## src/common/lcsm_cfg.svh

```systemverilog
// Constants for the loop coil and status-word map
// Functional notes
// - Each loop owns 48 consecutive coils starting at 296 + 48*(k-1).
// - Mode word bits 0-6: auto, local, standby, external, console, computer, ramping.
// - Mode word bits 7-15: override, emergency, hold, hi/lo limit, OOS, user 1/2, autotune.
// - Mode word status bits are read-only; the mode selections are host writable.
// - Alarm word: alarm n uses bits 3(n-1)..+2 as active, not-acked, enabled.
// - Alarm word bit 12 OOS, 13 config changed, 14 unacked event, 15 active event.
// - Coils 0-15 mirror mode word, 16-31 alarm word, 32-47 extended word.
// - Extended bits 0-6 are not-acked flags for standby through user status 2.
// - Extended bits 7-12 are not-acked flags for autotune W1-W3 and E1-E3.
// - Extended bit 13 is write-only; writing 1 transfers autotune parameters.
// - Extended bits 14 and 15 read the two push-button switch levels.
// - Writing 1 to a push-button bit acts as press and release of that button.
// - A sustained push-button toggles on a written press and keeps that position.
// - A momentary push-button closes for exactly one scan cycle, then reopens.
`ifndef LCSM_CFG_SVH
`define LCSM_CFG_SVH

// ----------------------------------------
// Coil map
// ----------------------------------------
`define LCSM_COIL_FIRST 16'h0128
`define LCSM_COIL_STRIDE 16'h0030
`define LCSM_COIL_COUNT 16'h0030

// ----------------------------------------
// Word map: {channel offset, parameter}
// ----------------------------------------
`define LCSM_ADDR_MODE 16'h0301
`define LCSM_ADDR_ALARM 16'h0401
`define LCSM_ADDR_EXT 16'h040A

// ----------------------------------------
// Writable bit masks and field positions
// ----------------------------------------
`define LCSM_MODE_WR_MASK 16'h907B
`define LCSM_ALARM_WR_MASK 16'h5DB6
`define LCSM_EXT_ACK_MASK 16'h1FFF
`define LCSM_OOS_BIT 12
`define LCSM_EXT_XFER_BIT 13
`define LCSM_EXT_PB1_BIT 14
`define LCSM_EXT_PB2_BIT 15
`define LCSM_ALARM_NA_BIT 14

// ----------------------------------------
// Reset values
// ----------------------------------------
`define LCSM_WORD_RST 16'h0000

`endif

```

## src/common/lcsm_pkg.sv

```systemverilog
// Types for the loop coil and status-word map
package lcsm_pkg;

	typedef logic [15:0] lcsm_word_t;

	typedef enum logic [1:0] {
		LCSM_PB_IDLE = 2'b00,
		LCSM_PB_ARMED = 2'b01,
		LCSM_PB_CLOSED = 2'b10
	} lcsm_pb_state_t;

	typedef enum logic [1:0] {
		LCSM_W_MODE = 2'b00,
		LCSM_W_ALARM = 2'b01,
		LCSM_W_EXT = 2'b10,
		LCSM_W_NONE = 2'b11
	} lcsm_wsel_t;

endpackage

```

## src/design/lcsm_rst_sync.sv

```systemverilog
// Reset release synchroniser
`timescale 1ns/1ns
module lcsm_rst_sync (
	input wire logic mclk_i,
	input wire logic rst_b_i,
	output logic rst_b_o
);
	logic meta_q;

	// Assert at once, release two edges later
	always_ff @(posedge mclk_i or negedge rst_b_i) begin
		if (!rst_b_i) begin
			meta_q <= 1'b0;
			rst_b_o <= 1'b0;
		end else begin
			meta_q <= 1'b1;
			rst_b_o <= meta_q;
		end
	end
endmodule // lcsm_rst_sync

```

## src/design/lcsm_pbsw.sv

```systemverilog
// Push-button switch emulation for one faceplate button
`timescale 1ns/1ns
module lcsm_pbsw (
	input wire logic mclk_i,
	input wire logic rst_b_i,
	input wire logic press_i,
	input wire logic sustained_i,
	input wire logic scan_tick_i,
	output logic level_o
);
	import lcsm_pkg::*;

	lcsm_pb_state_t state_q;
	lcsm_pb_state_t state_d;
	logic level_d;

	always_comb begin
		state_d = state_q;
		level_d = level_o;
		case (state_q)
			LCSM_PB_IDLE: begin
				if (press_i && sustained_i) begin
					level_d = ~level_o;
				end else if (press_i) begin
					state_d = LCSM_PB_ARMED;
				end
			end
			// Wait for a scan boundary so the closure spans one full scan
			LCSM_PB_ARMED: begin
				if (scan_tick_i) begin
					state_d = LCSM_PB_CLOSED;
					level_d = 1'b1;
				end
			end
			LCSM_PB_CLOSED: begin
				if (scan_tick_i) begin
					state_d = LCSM_PB_IDLE;
					level_d = 1'b0;
				end
			end
			default: begin
				state_d = LCSM_PB_IDLE;
				level_d = 1'b0;
			end
		endcase
	end

	always_ff @(posedge mclk_i or negedge rst_b_i) begin
		if (!rst_b_i) begin
			state_q <= LCSM_PB_IDLE;
			level_o <= 1'b0;
		end else begin
			state_q <= state_d;
			level_o <= level_d;
		end
	end
endmodule // lcsm_pbsw

```

## src/design/lcsm_loop_map.sv

```systemverilog
// Coil and status-word map of one controller loop
`timescale 1ns/1ns
`include "lcsm_cfg.svh"
module lcsm_loop_map #(
	parameter logic [15:0] LOOP_NUM = 16'h0001
) (
	input wire logic mclk_i,
	input wire logic rst_b_i,
	// Host access: coil number or {channel offset, parameter}
	input wire logic req_i,
	input wire logic req_we_i,
	input wire logic req_coil_i,
	input wire logic [15:0] req_addr_i,
	input wire lcsm_pkg::lcsm_word_t req_wdata_i,
	output logic rsp_valid_o,
	output logic rsp_err_o,
	output lcsm_pkg::lcsm_word_t rsp_rdata_o,
	// Read-only status from the function blocks
	input wire logic standby_i,
	input wire logic override_i,
	input wire logic emergency_manual_flag_i,
	input wire logic configuration_hold_flag_i,
	input wire logic high_setpoint_limit_flag_i,
	input wire logic low_setpoint_limit_flag_i,
	input wire logic user_status_one_i,
	input wire logic user_status_two_i,
	input wire logic [3:0] alarm_active_i,
	input wire logic configuration_changed_i,
	input wire logic active_loop_event_i,
	// Events that raise not-acknowledged flags
	input wire logic [3:0] alarm_event_i,
	input wire logic loop_event_i,
	input wire logic [12:0] ext_event_i,
	// Push-button configuration and controller scan boundary
	input wire logic [1:0] pb_sustained_i,
	input wire logic scan_tick_i,
	// Register-driven controls
	output lcsm_pkg::lcsm_word_t mode_ctrl_o,
	output lcsm_pkg::lcsm_word_t alarm_ctrl_o,
	output logic [12:0] ext_unack_o,
	output logic tuning_parameter_transfer_o,
	output logic pushbutton_switch_one_o,
	output logic pushbutton_switch_two_o
);
	import lcsm_pkg::*;

	// ----------------------------------------
	// Address decode
	// ----------------------------------------
	function automatic lcsm_wsel_t word_of(input logic [15:0] a);
		if (a == `LCSM_ADDR_MODE) begin
			word_of = LCSM_W_MODE;
		end else if (a == `LCSM_ADDR_ALARM) begin
			word_of = LCSM_W_ALARM;
		end else if (a == `LCSM_ADDR_EXT) begin
			word_of = LCSM_W_EXT;
		end else begin
			word_of = LCSM_W_NONE;
		end
	endfunction

	logic rst_b;
	logic [15:0] coil_base;
	logic [15:0] coil_off;
	logic coil_hit;
	lcsm_wsel_t sel;
	logic [15:0] bit_mask;
	lcsm_word_t wr_val;
	logic wr_go;
	logic wr_mode;
	logic wr_alarm;
	logic wr_ext;

	lcsm_rst_sync u_rst_sync (
		.mclk_i(mclk_i),
		.rst_b_i(rst_b_i),
		.rst_b_o(rst_b)
	);

	assign coil_base = `LCSM_COIL_FIRST + 16'((LOOP_NUM - 16'h0001) * `LCSM_COIL_STRIDE);
	assign coil_off = req_addr_i - coil_base;
	assign coil_hit = (req_addr_i >= coil_base) && (coil_off < `LCSM_COIL_COUNT);
	// Coil offset bits 5:4 pick the word, 3:0 the bit
	assign sel = req_coil_i ? (coil_hit ? lcsm_wsel_t'(coil_off[5:4]) : LCSM_W_NONE)
		: word_of(req_addr_i);
	assign bit_mask = req_coil_i ? (16'h0001 << coil_off[3:0]) : 16'hFFFF;
	assign wr_val = req_coil_i ? {16{req_wdata_i[0]}} : req_wdata_i;
	assign wr_go = req_i && req_we_i;
	assign wr_mode = wr_go && (sel == LCSM_W_MODE);
	assign wr_alarm = wr_go && (sel == LCSM_W_ALARM);
	assign wr_ext = wr_go && (sel == LCSM_W_EXT);

	// ----------------------------------------
	// Writable storage
	// ----------------------------------------
	logic [15:0] mode_q;
	logic [15:0] mode_d;
	logic [15:0] alarm_q;
	logic [15:0] alarm_d;
	logic [12:0] ext_q;
	logic [12:0] ext_d;
	logic [15:0] mode_wm;
	logic [15:0] alarm_wm;
	logic [15:0] ext_wm;
	logic [15:0] alarm_set;
	logic oos_d;
	logic [15:0] mode_hold;
	logic [15:0] mode_new;
	logic [15:0] mode_next;

	assign mode_wm = wr_mode ? (bit_mask & `LCSM_MODE_WR_MASK) : 16'h0000;
	assign alarm_wm = wr_alarm ? (bit_mask & `LCSM_ALARM_WR_MASK) : 16'h0000;
	assign ext_wm = wr_ext ? bit_mask : 16'h0000;

	// Alarms out of service is one flag seen in both words
	assign oos_d = alarm_wm[`LCSM_OOS_BIT] ? wr_val[`LCSM_OOS_BIT]
		: (mode_wm[`LCSM_OOS_BIT] ? wr_val[`LCSM_OOS_BIT] : mode_q[`LCSM_OOS_BIT]);

	// Held value with the shared flag folded in at bit 12
	assign mode_hold = {mode_q[15:13], oos_d, mode_q[11:0]};
	assign mode_new = wr_val & mode_wm;
	assign mode_d = (mode_hold & ~mode_wm) | (mode_new & ~16'h1000)
		| {3'h0, oos_d, 12'h000};
	// Only writable bits are stored; status bits are merged in on read
	assign mode_next = mode_d & `LCSM_MODE_WR_MASK;

	genvar g;
	generate
		for (g = 0; g < 4; g++) begin : g_alarm
			assign alarm_set[3 * g] = 1'b0;
			assign alarm_set[3 * g + 1] = alarm_event_i[g];
			assign alarm_set[3 * g + 2] = 1'b0;
		end
	endgenerate
	assign alarm_set[15:12] = {1'b0, loop_event_i, 2'b00};

	// A new event wins over a host clear in the same cycle
	assign alarm_d = ((alarm_q & ~alarm_wm) | (wr_val & alarm_wm) | alarm_set)
		& `LCSM_ALARM_WR_MASK & ~16'h1000;
	assign ext_d = (ext_q & ~ext_wm[12:0]) | (wr_val[12:0] & ext_wm[12:0])
		| ext_event_i;

	// One register per word keeps each process short and easy to follow
	always_ff @(posedge mclk_i or negedge rst_b) begin
		if (!rst_b) begin
			mode_q <= `LCSM_WORD_RST;
		end else begin
			mode_q <= mode_next;
		end
	end

	always_ff @(posedge mclk_i or negedge rst_b) begin
		if (!rst_b) begin
			alarm_q <= `LCSM_WORD_RST;
		end else begin
			alarm_q <= alarm_d;
		end
	end

	// Not-acknowledged flags stay set until the host writes 0
	always_ff @(posedge mclk_i or negedge rst_b) begin
		if (!rst_b) begin
			ext_q <= 13'h0000;
		end else begin
			ext_q <= ext_d;
		end
	end

	// ----------------------------------------
	// Commands: tuning transfer and button presses
	// ----------------------------------------
	logic xfer_d;
	logic press1;
	logic press2;
	assign xfer_d = ext_wm[`LCSM_EXT_XFER_BIT] && wr_val[`LCSM_EXT_XFER_BIT];
	assign press1 = ext_wm[`LCSM_EXT_PB1_BIT] && wr_val[`LCSM_EXT_PB1_BIT];
	assign press2 = ext_wm[`LCSM_EXT_PB2_BIT] && wr_val[`LCSM_EXT_PB2_BIT];

	lcsm_pbsw u_pb1 (
		.mclk_i(mclk_i),
		.rst_b_i(rst_b),
		.press_i(press1),
		.sustained_i(pb_sustained_i[0]),
		.scan_tick_i(scan_tick_i),
		.level_o(pushbutton_switch_one_o)
	);

	lcsm_pbsw u_pb2 (
		.mclk_i(mclk_i),
		.rst_b_i(rst_b),
		.press_i(press2),
		.sustained_i(pb_sustained_i[1]),
		.scan_tick_i(scan_tick_i),
		.level_o(pushbutton_switch_two_o)
	);

	// ----------------------------------------
	// Read composition
	// ----------------------------------------
	lcsm_word_t mode_rd;
	lcsm_word_t alarm_rd;
	lcsm_word_t ext_rd;
	lcsm_word_t word_rd;
	lcsm_word_t rd_d;
	lcsm_word_t mode_ro;
	lcsm_word_t alarm_ro;

	// ----------------------------------------
	// Read-only status
	// ----------------------------------------
	// Owned by the function blocks; the host sees them but cannot change them
	assign mode_ro[1:0] = 2'b00;
	assign mode_ro[2] = standby_i;
	assign mode_ro[6:3] = 4'h0;
	assign mode_ro[7] = override_i;
	assign mode_ro[8] = emergency_manual_flag_i;
	assign mode_ro[9] = configuration_hold_flag_i;
	assign mode_ro[10] = high_setpoint_limit_flag_i;
	assign mode_ro[11] = low_setpoint_limit_flag_i;
	assign mode_ro[12] = 1'b0;
	assign mode_ro[13] = user_status_one_i;
	assign mode_ro[14] = user_status_two_i;
	assign mode_ro[15] = 1'b0;
	assign mode_rd = mode_q | mode_ro;

	// Active flags of alarms 1 to 4 land on every third bit
	generate
		for (g = 0; g < 4; g++) begin : g_alarm_ro
			assign alarm_ro[3 * g] = alarm_active_i[g];
			assign alarm_ro[3 * g + 1] = 1'b0;
			assign alarm_ro[3 * g + 2] = 1'b0;
		end
	endgenerate
	// Out of service reads from the single flag kept with the mode word
	assign alarm_ro[15:12] = {active_loop_event_i, 1'b0, configuration_changed_i,
		mode_q[`LCSM_OOS_BIT]};
	assign alarm_rd = alarm_q | alarm_ro;
	// Transfer bit is write-only and reads back zero
	assign ext_rd = {pushbutton_switch_two_o, pushbutton_switch_one_o, 1'b0,
		ext_q};
	function automatic lcsm_word_t pick_word(input lcsm_wsel_t s, input lcsm_word_t m,
		input lcsm_word_t a, input lcsm_word_t x);
		case (s)
			LCSM_W_MODE: pick_word = m;
			LCSM_W_ALARM: pick_word = a;
			LCSM_W_EXT: pick_word = x;
			default: pick_word = 16'h0000;
		endcase
	endfunction

	// Unmapped addresses read as zero as well as raising the error flag
	assign word_rd = pick_word(sel, mode_rd, alarm_rd, ext_rd);
	assign rd_d = req_coil_i ? {15'h0000, word_rd[coil_off[3:0]]} : word_rd;

	// ----------------------------------------
	// Output registers
	// ----------------------------------------
	// Response to the host, one cycle after every request
	always_ff @(posedge mclk_i or negedge rst_b) begin
		if (!rst_b) begin
			rsp_valid_o <= 1'b0;
			rsp_err_o <= 1'b0;
			rsp_rdata_o <= `LCSM_WORD_RST;
		end else begin
			rsp_valid_o <= req_i;
			rsp_err_o <= req_i && (sel == LCSM_W_NONE);
			rsp_rdata_o <= (req_i && !req_we_i) ? rd_d : 16'h0000;
		end
	end

	// Transfer is a one-cycle strobe; nothing of it is stored
	always_ff @(posedge mclk_i or negedge rst_b) begin
		if (!rst_b) begin
			tuning_parameter_transfer_o <= 1'b0;
		end else begin
			tuning_parameter_transfer_o <= xfer_d;
		end
	end

	// Mirrors of the storage, updated on the same edge so they never lag a write
	always_ff @(posedge mclk_i or negedge rst_b) begin
		if (!rst_b) begin
			mode_ctrl_o <= `LCSM_WORD_RST;
			alarm_ctrl_o <= `LCSM_WORD_RST;
			ext_unack_o <= 13'h0000;
		end else begin
			mode_ctrl_o <= mode_next;
			alarm_ctrl_o <= alarm_d;
			ext_unack_o <= ext_d;
		end
	end
endmodule // lcsm_loop_map

```

## config.mk

```make
export PLATFORM = sky130hd
export DESIGN_NAME = lcsm_loop_map
export DESIGN_NICKNAME = d
export VERILOG_FILES = /design/src/common/lcsm_pkg.sv /design/src/design/lcsm_rst_sync.sv /design/src/design/lcsm_pbsw.sv /design/src/design/lcsm_loop_map.sv
export VERILOG_INCLUDE_DIRS = /design/src /design/src/common
export SDC_FILE = /design/constraint.sdc
export NUM_CORES = 1
export LEC_CHECK = 0
export ABC_AREA = 0
export ABC_CLOCK_PERIOD_IN_PS = 1700
export BUFFER_PORTS_ARGS = -buffer_cell sky130_fd_sc_hd__clkbuf_2
export CELL_PAD_IN_SITES_DETAIL_PLACEMENT = 1
export CELL_PAD_IN_SITES_GLOBAL_PLACEMENT = 1
export CORE_ASPECT_RATIO = 0.75
export CORE_MARGIN = 3
export CORE_UTILIZATION = 25
export CTS_CLUSTER_DIAMETER = 150
export CTS_CLUSTER_SIZE = 40
export DETAILED_ROUTE_END_ITERATION = 8
export MAX_ROUTING_LAYER = met4
export PLACE_DENSITY_LB_ADDON = 0.1
export SYNTH_ARGS = -nofsm -noshare
export SYNTH_HDL_FRONTEND = slang
export SYNTH_SLANG_ARGS = --single-unit
```

## constraint.sdc

```tcl
create_clock -name mclk_i -period 1.7 [get_ports mclk_i]
set_clock_uncertainty 0.05 [all_clocks]
set_input_delay 0.085 -clock mclk_i [delete_from_list [all_inputs] [get_ports mclk_i]]
set_output_delay 0.085 -clock mclk_i [all_outputs]
set_load 0.05 [all_outputs]
```

==> impl_metrics.env <==
export IMPL_synth_edf_count=0
export IMPL_crit_fanout=7
export IMPL_port_buffers=122
export IMPL_synth_seq_cells=57
export IMPL_routed_via_density=4.89
export IMPL_slew_violations=0
export IMPL_cts_htree_levels=3
export IMPL_max_freq_mhz=397
export IMPL_min_path_type="in2async"
export IMPL_path_clk_slew_ns=0.05
export IMPL_hold_violations=0
export IMPL_start_kind="primary input"
export IMPL_clkLatencyLatePin_ns=0.34
export IMPL_wl_per_cell_um=19.6
export IMPL_required_ns=1.87
export IMPL_grt_usage_pct=22.1
export IMPL_synthesis_area_um2=3790
export IMPL_grt_overflow_total=0
export IMPL_antenna_found_initial=0
export IMPL_drcViolationCount=0
export IMPL_yosysUniqueCellTypes=71
export IMPL_max_cap_viol_count=0
export IMPL_endpoint_kind="register"
export IMPL_power_density_nw_per_um2=540
export IMPL_async_flop_share_pct=100
export IMPL_yosysSeqAreaShare_pct=37.6
export IMPL_antennaDiodeCount=0
export IMPL_drtIter0Drc=172
export IMPL_period_needed_ns=2.52
export IMPL_reg2reg_slack_ns=-0.20
export IMPL_setup_violations=52
export IMPL_rsz0062_at_grt="true"
export IMPL_die_h_um=113
export IMPL_yosysTopAreaCell="dfrtp_1"
export IMPL_drt_total_wl_um=18600
export IMPL_worstSetupPathType="in2reg"
export IMPL_share_seq_of_total_power_pct=35.8
export IMPL_p_int_w=0.00278
export IMPL_p_leak_nw=3.27
export IMPL_cpPeakStageDelay_ns=0.51
export IMPL_final_common_cell="clkbuf_2"
export IMPL_crit_start="req_addr_i[6]"
export IMPL_num_rows=38
export IMPL_num_vias=4628
export IMPL_synth_top_area_share_pct=37.6
export IMPL_core_area_um2=14600
export IMPL_place_hpwl_um=13900
export IMPL_tritoncts="yes"
export IMPL_gp_congestion=0.899
export IMPL_postSynthAreaPerCell_um2=8.19
export IMPL_layout_common_cells="119 x clkbuf_2, 101 x buf_4, 56 x dfrtp_1, 45 x nand2_1, 42 x nor2_1"
export IMPL_cpMaxStageDelayCell="or4_4"
export IMPL_worst_pin_slew_ns=0.775
export IMPL_p_comb_share_pct=17.8
export IMPL_ios=138
export IMPL_postSynth_topFlopCell="dfrtp_1"
export IMPL_r2r_start="ext_q[2]"
export IMPL_relSlewSlack_pct=48.3
export IMPL_crit_buf_inv=1
export IMPL_netlist_instances=463
export IMPL_finalCritPeriodShare_pct=148
export IMPL_grt_pass1_vias=4862
export IMPL_cts_path_max_buffers=2
export IMPL_first_pass_iters=4
export IMPL_path_delay_family="compound AO/OA/AOI/OAI gates"
export IMPL_worst_slack_ns=-0.817
export IMPL_synth_area_leaders="dfrtp_1 38%, a21oi_1 6.2%, nor2_1 5.9%, nand2_1 5.8%, o21ai_0 4.1%"
export IMPL_drive_gt1_share_pct=56.2
export IMPL_num_fill_cells=1694
export IMPL_final_net_count=815
export IMPL_grt_pass1_wl_um=27500
export IMPL_die_w_um=148
export IMPL_utilization_pct=48.3
export IMPL_cp_arrival_ns=2.68
export IMPL_p_sw_w=0.00104
export IMPL_cts_root_buf="clkbuf_16"
export IMPL_clock_sinks=57
export IMPL_grt_start_max_net_pins=56
export IMPL_multiInputGateArea_um2=2830
export IMPL_initial_core_util_pct=25.9
export IMPL_clkPwrFrac_pct=46.5
export IMPL_yosysWarnings=0
export IMPL_violations="setup timing"
export IMPL_status="complete, but fails checks"
export IMPL_die_area_um2=16700
export IMPL_crit_chain="buf_6, or2_4, or4_4, a21o_4, a211o_1, nand2_4, mux2i_2, o21ai_0, nor4b_2, a2111o_1"
export IMPL_vdd_ir_drop_max_mv=0.451
export IMPL_syn_to_final_growth_pct=86.6
export IMPL_drtAntennaViolNets=0
export IMPL_cts_buffers=9
export IMPL_register_area_um2=1430
export IMPL_power_share_switching_pct=27.3
export IMPL_tns_ns=-24.01
==> repair_timing <==
item,in CTS,in global routing
gates cloned,1,1
setup endpoints to repair,52,52
pin swaps,20,38
buffers inserted,11,21
endpoints found under the hold margin,23,0
hold buffers,24,0
gates resized for setup,69,102
==> worst paths after layout <==
path                                      to  cells after the start
max in group asynchronous    rsp_rdata_o[15]                      1
hold / removal             u_rst_sync.meta_q                      2
setup / recovery              rsp_rdata_o[0]                     10
setup reg to reg              rsp_rdata_o[0]                      6
min in group mclk_i         u_pb1.state_q[1]                      3
hold reg to reg                     ext_q[9]                      1
==> worst register-to-register path, stage by stage (launching register included) <==
cell	delay, ns
dfrtp_1	0.40
and2_1	0.16
a211oi_1	0.35
a2bb2oi_2	0.21
a211o_1	0.16
nor4b_2	0.05
a2111o_1	0.39
==> synthesized netlist by cell type, drive strengths merged, types with 7 or more instances <==
| cell type | n |
|---|---|
| nand3 | 19 |
| nor2 | 61 |
| mux2 | 8 |
| clkbuf | 12 |
| buf | 25 |
| o21ai | 31 |
| a21oi | 48 |
| nand2 | 60 |
| nand2b | 9 |
| dfrtp | 57 |
| inv | 16 |
| nor3 | 7 |
| o21bai | 10 |
==> stage by stage <==
step	power, W	setup WS [ns]	instance area [um2]	instances	hold WS (ns)
final	0.00382	-0.817	7070	947	0.0109
after global routing	0.00397	-0.861	7070	947	0.00491
after CTS	0.00382	-0.758	6410	927	0.00684
after detailed placement	0.00196	-1.21	5510	875	-0.175
after global placement	0.00195	-1.16	5510	875	-0.179
after floorplan	0.00170	-0.879	4090	477	-0.261
==> power by group through the flow <==
stage / clock network [W] / registers (W) / logic, W
2_1_floorplan: 0 / 0.00142 / 0.000283
3_3_place_gp: 0 / 0.00139 / 0.000558
3_5_place_dp: 0 / 0.00139 / 0.000566
4_1_cts: 0.00183 / 0.00137 / 0.000629
5_1_grt: 0.00187 / 0.00137 / 0.000731
6_report: 0.00178 / 0.00137 / 0.000679
==> area by class of cell <==
class / instances / share of cell area, %
tap: 200 / 3.54
sequential: 57 / 20.2
multi-input combinational: 367 / 40.0
clock inverter: 2 / 0.142
inverter: 16 / 0.884
timing repair buffer: 291 / 31.3
clock buffer: 14 / 4.02
==> cells by family after synthesis <==
logic type	share of synthesized area, %
multiplexers	3.70
XOR/XNOR	0.462
flip-flops	37.6
buffers and inverters	7.36
other	0.198
AO/OA/AOI/OAI	26.9
AND/OR/NAND/NOR	23.4
adder cells (fa/ha/maj)	0.330
==> layer usage <==
metal / vias to the layer above / global-route usage, % / share of wire [%]
met5: - / - / 0
met4: 0 / 5.42 / 1.4
met3: 27 / 3.75 / 3.8
met2: 123 / 34.0 / 46
met1: 2288 / 30.5 / 49
li1: 2190 / - / -
(Power assumes the default switching activity.)
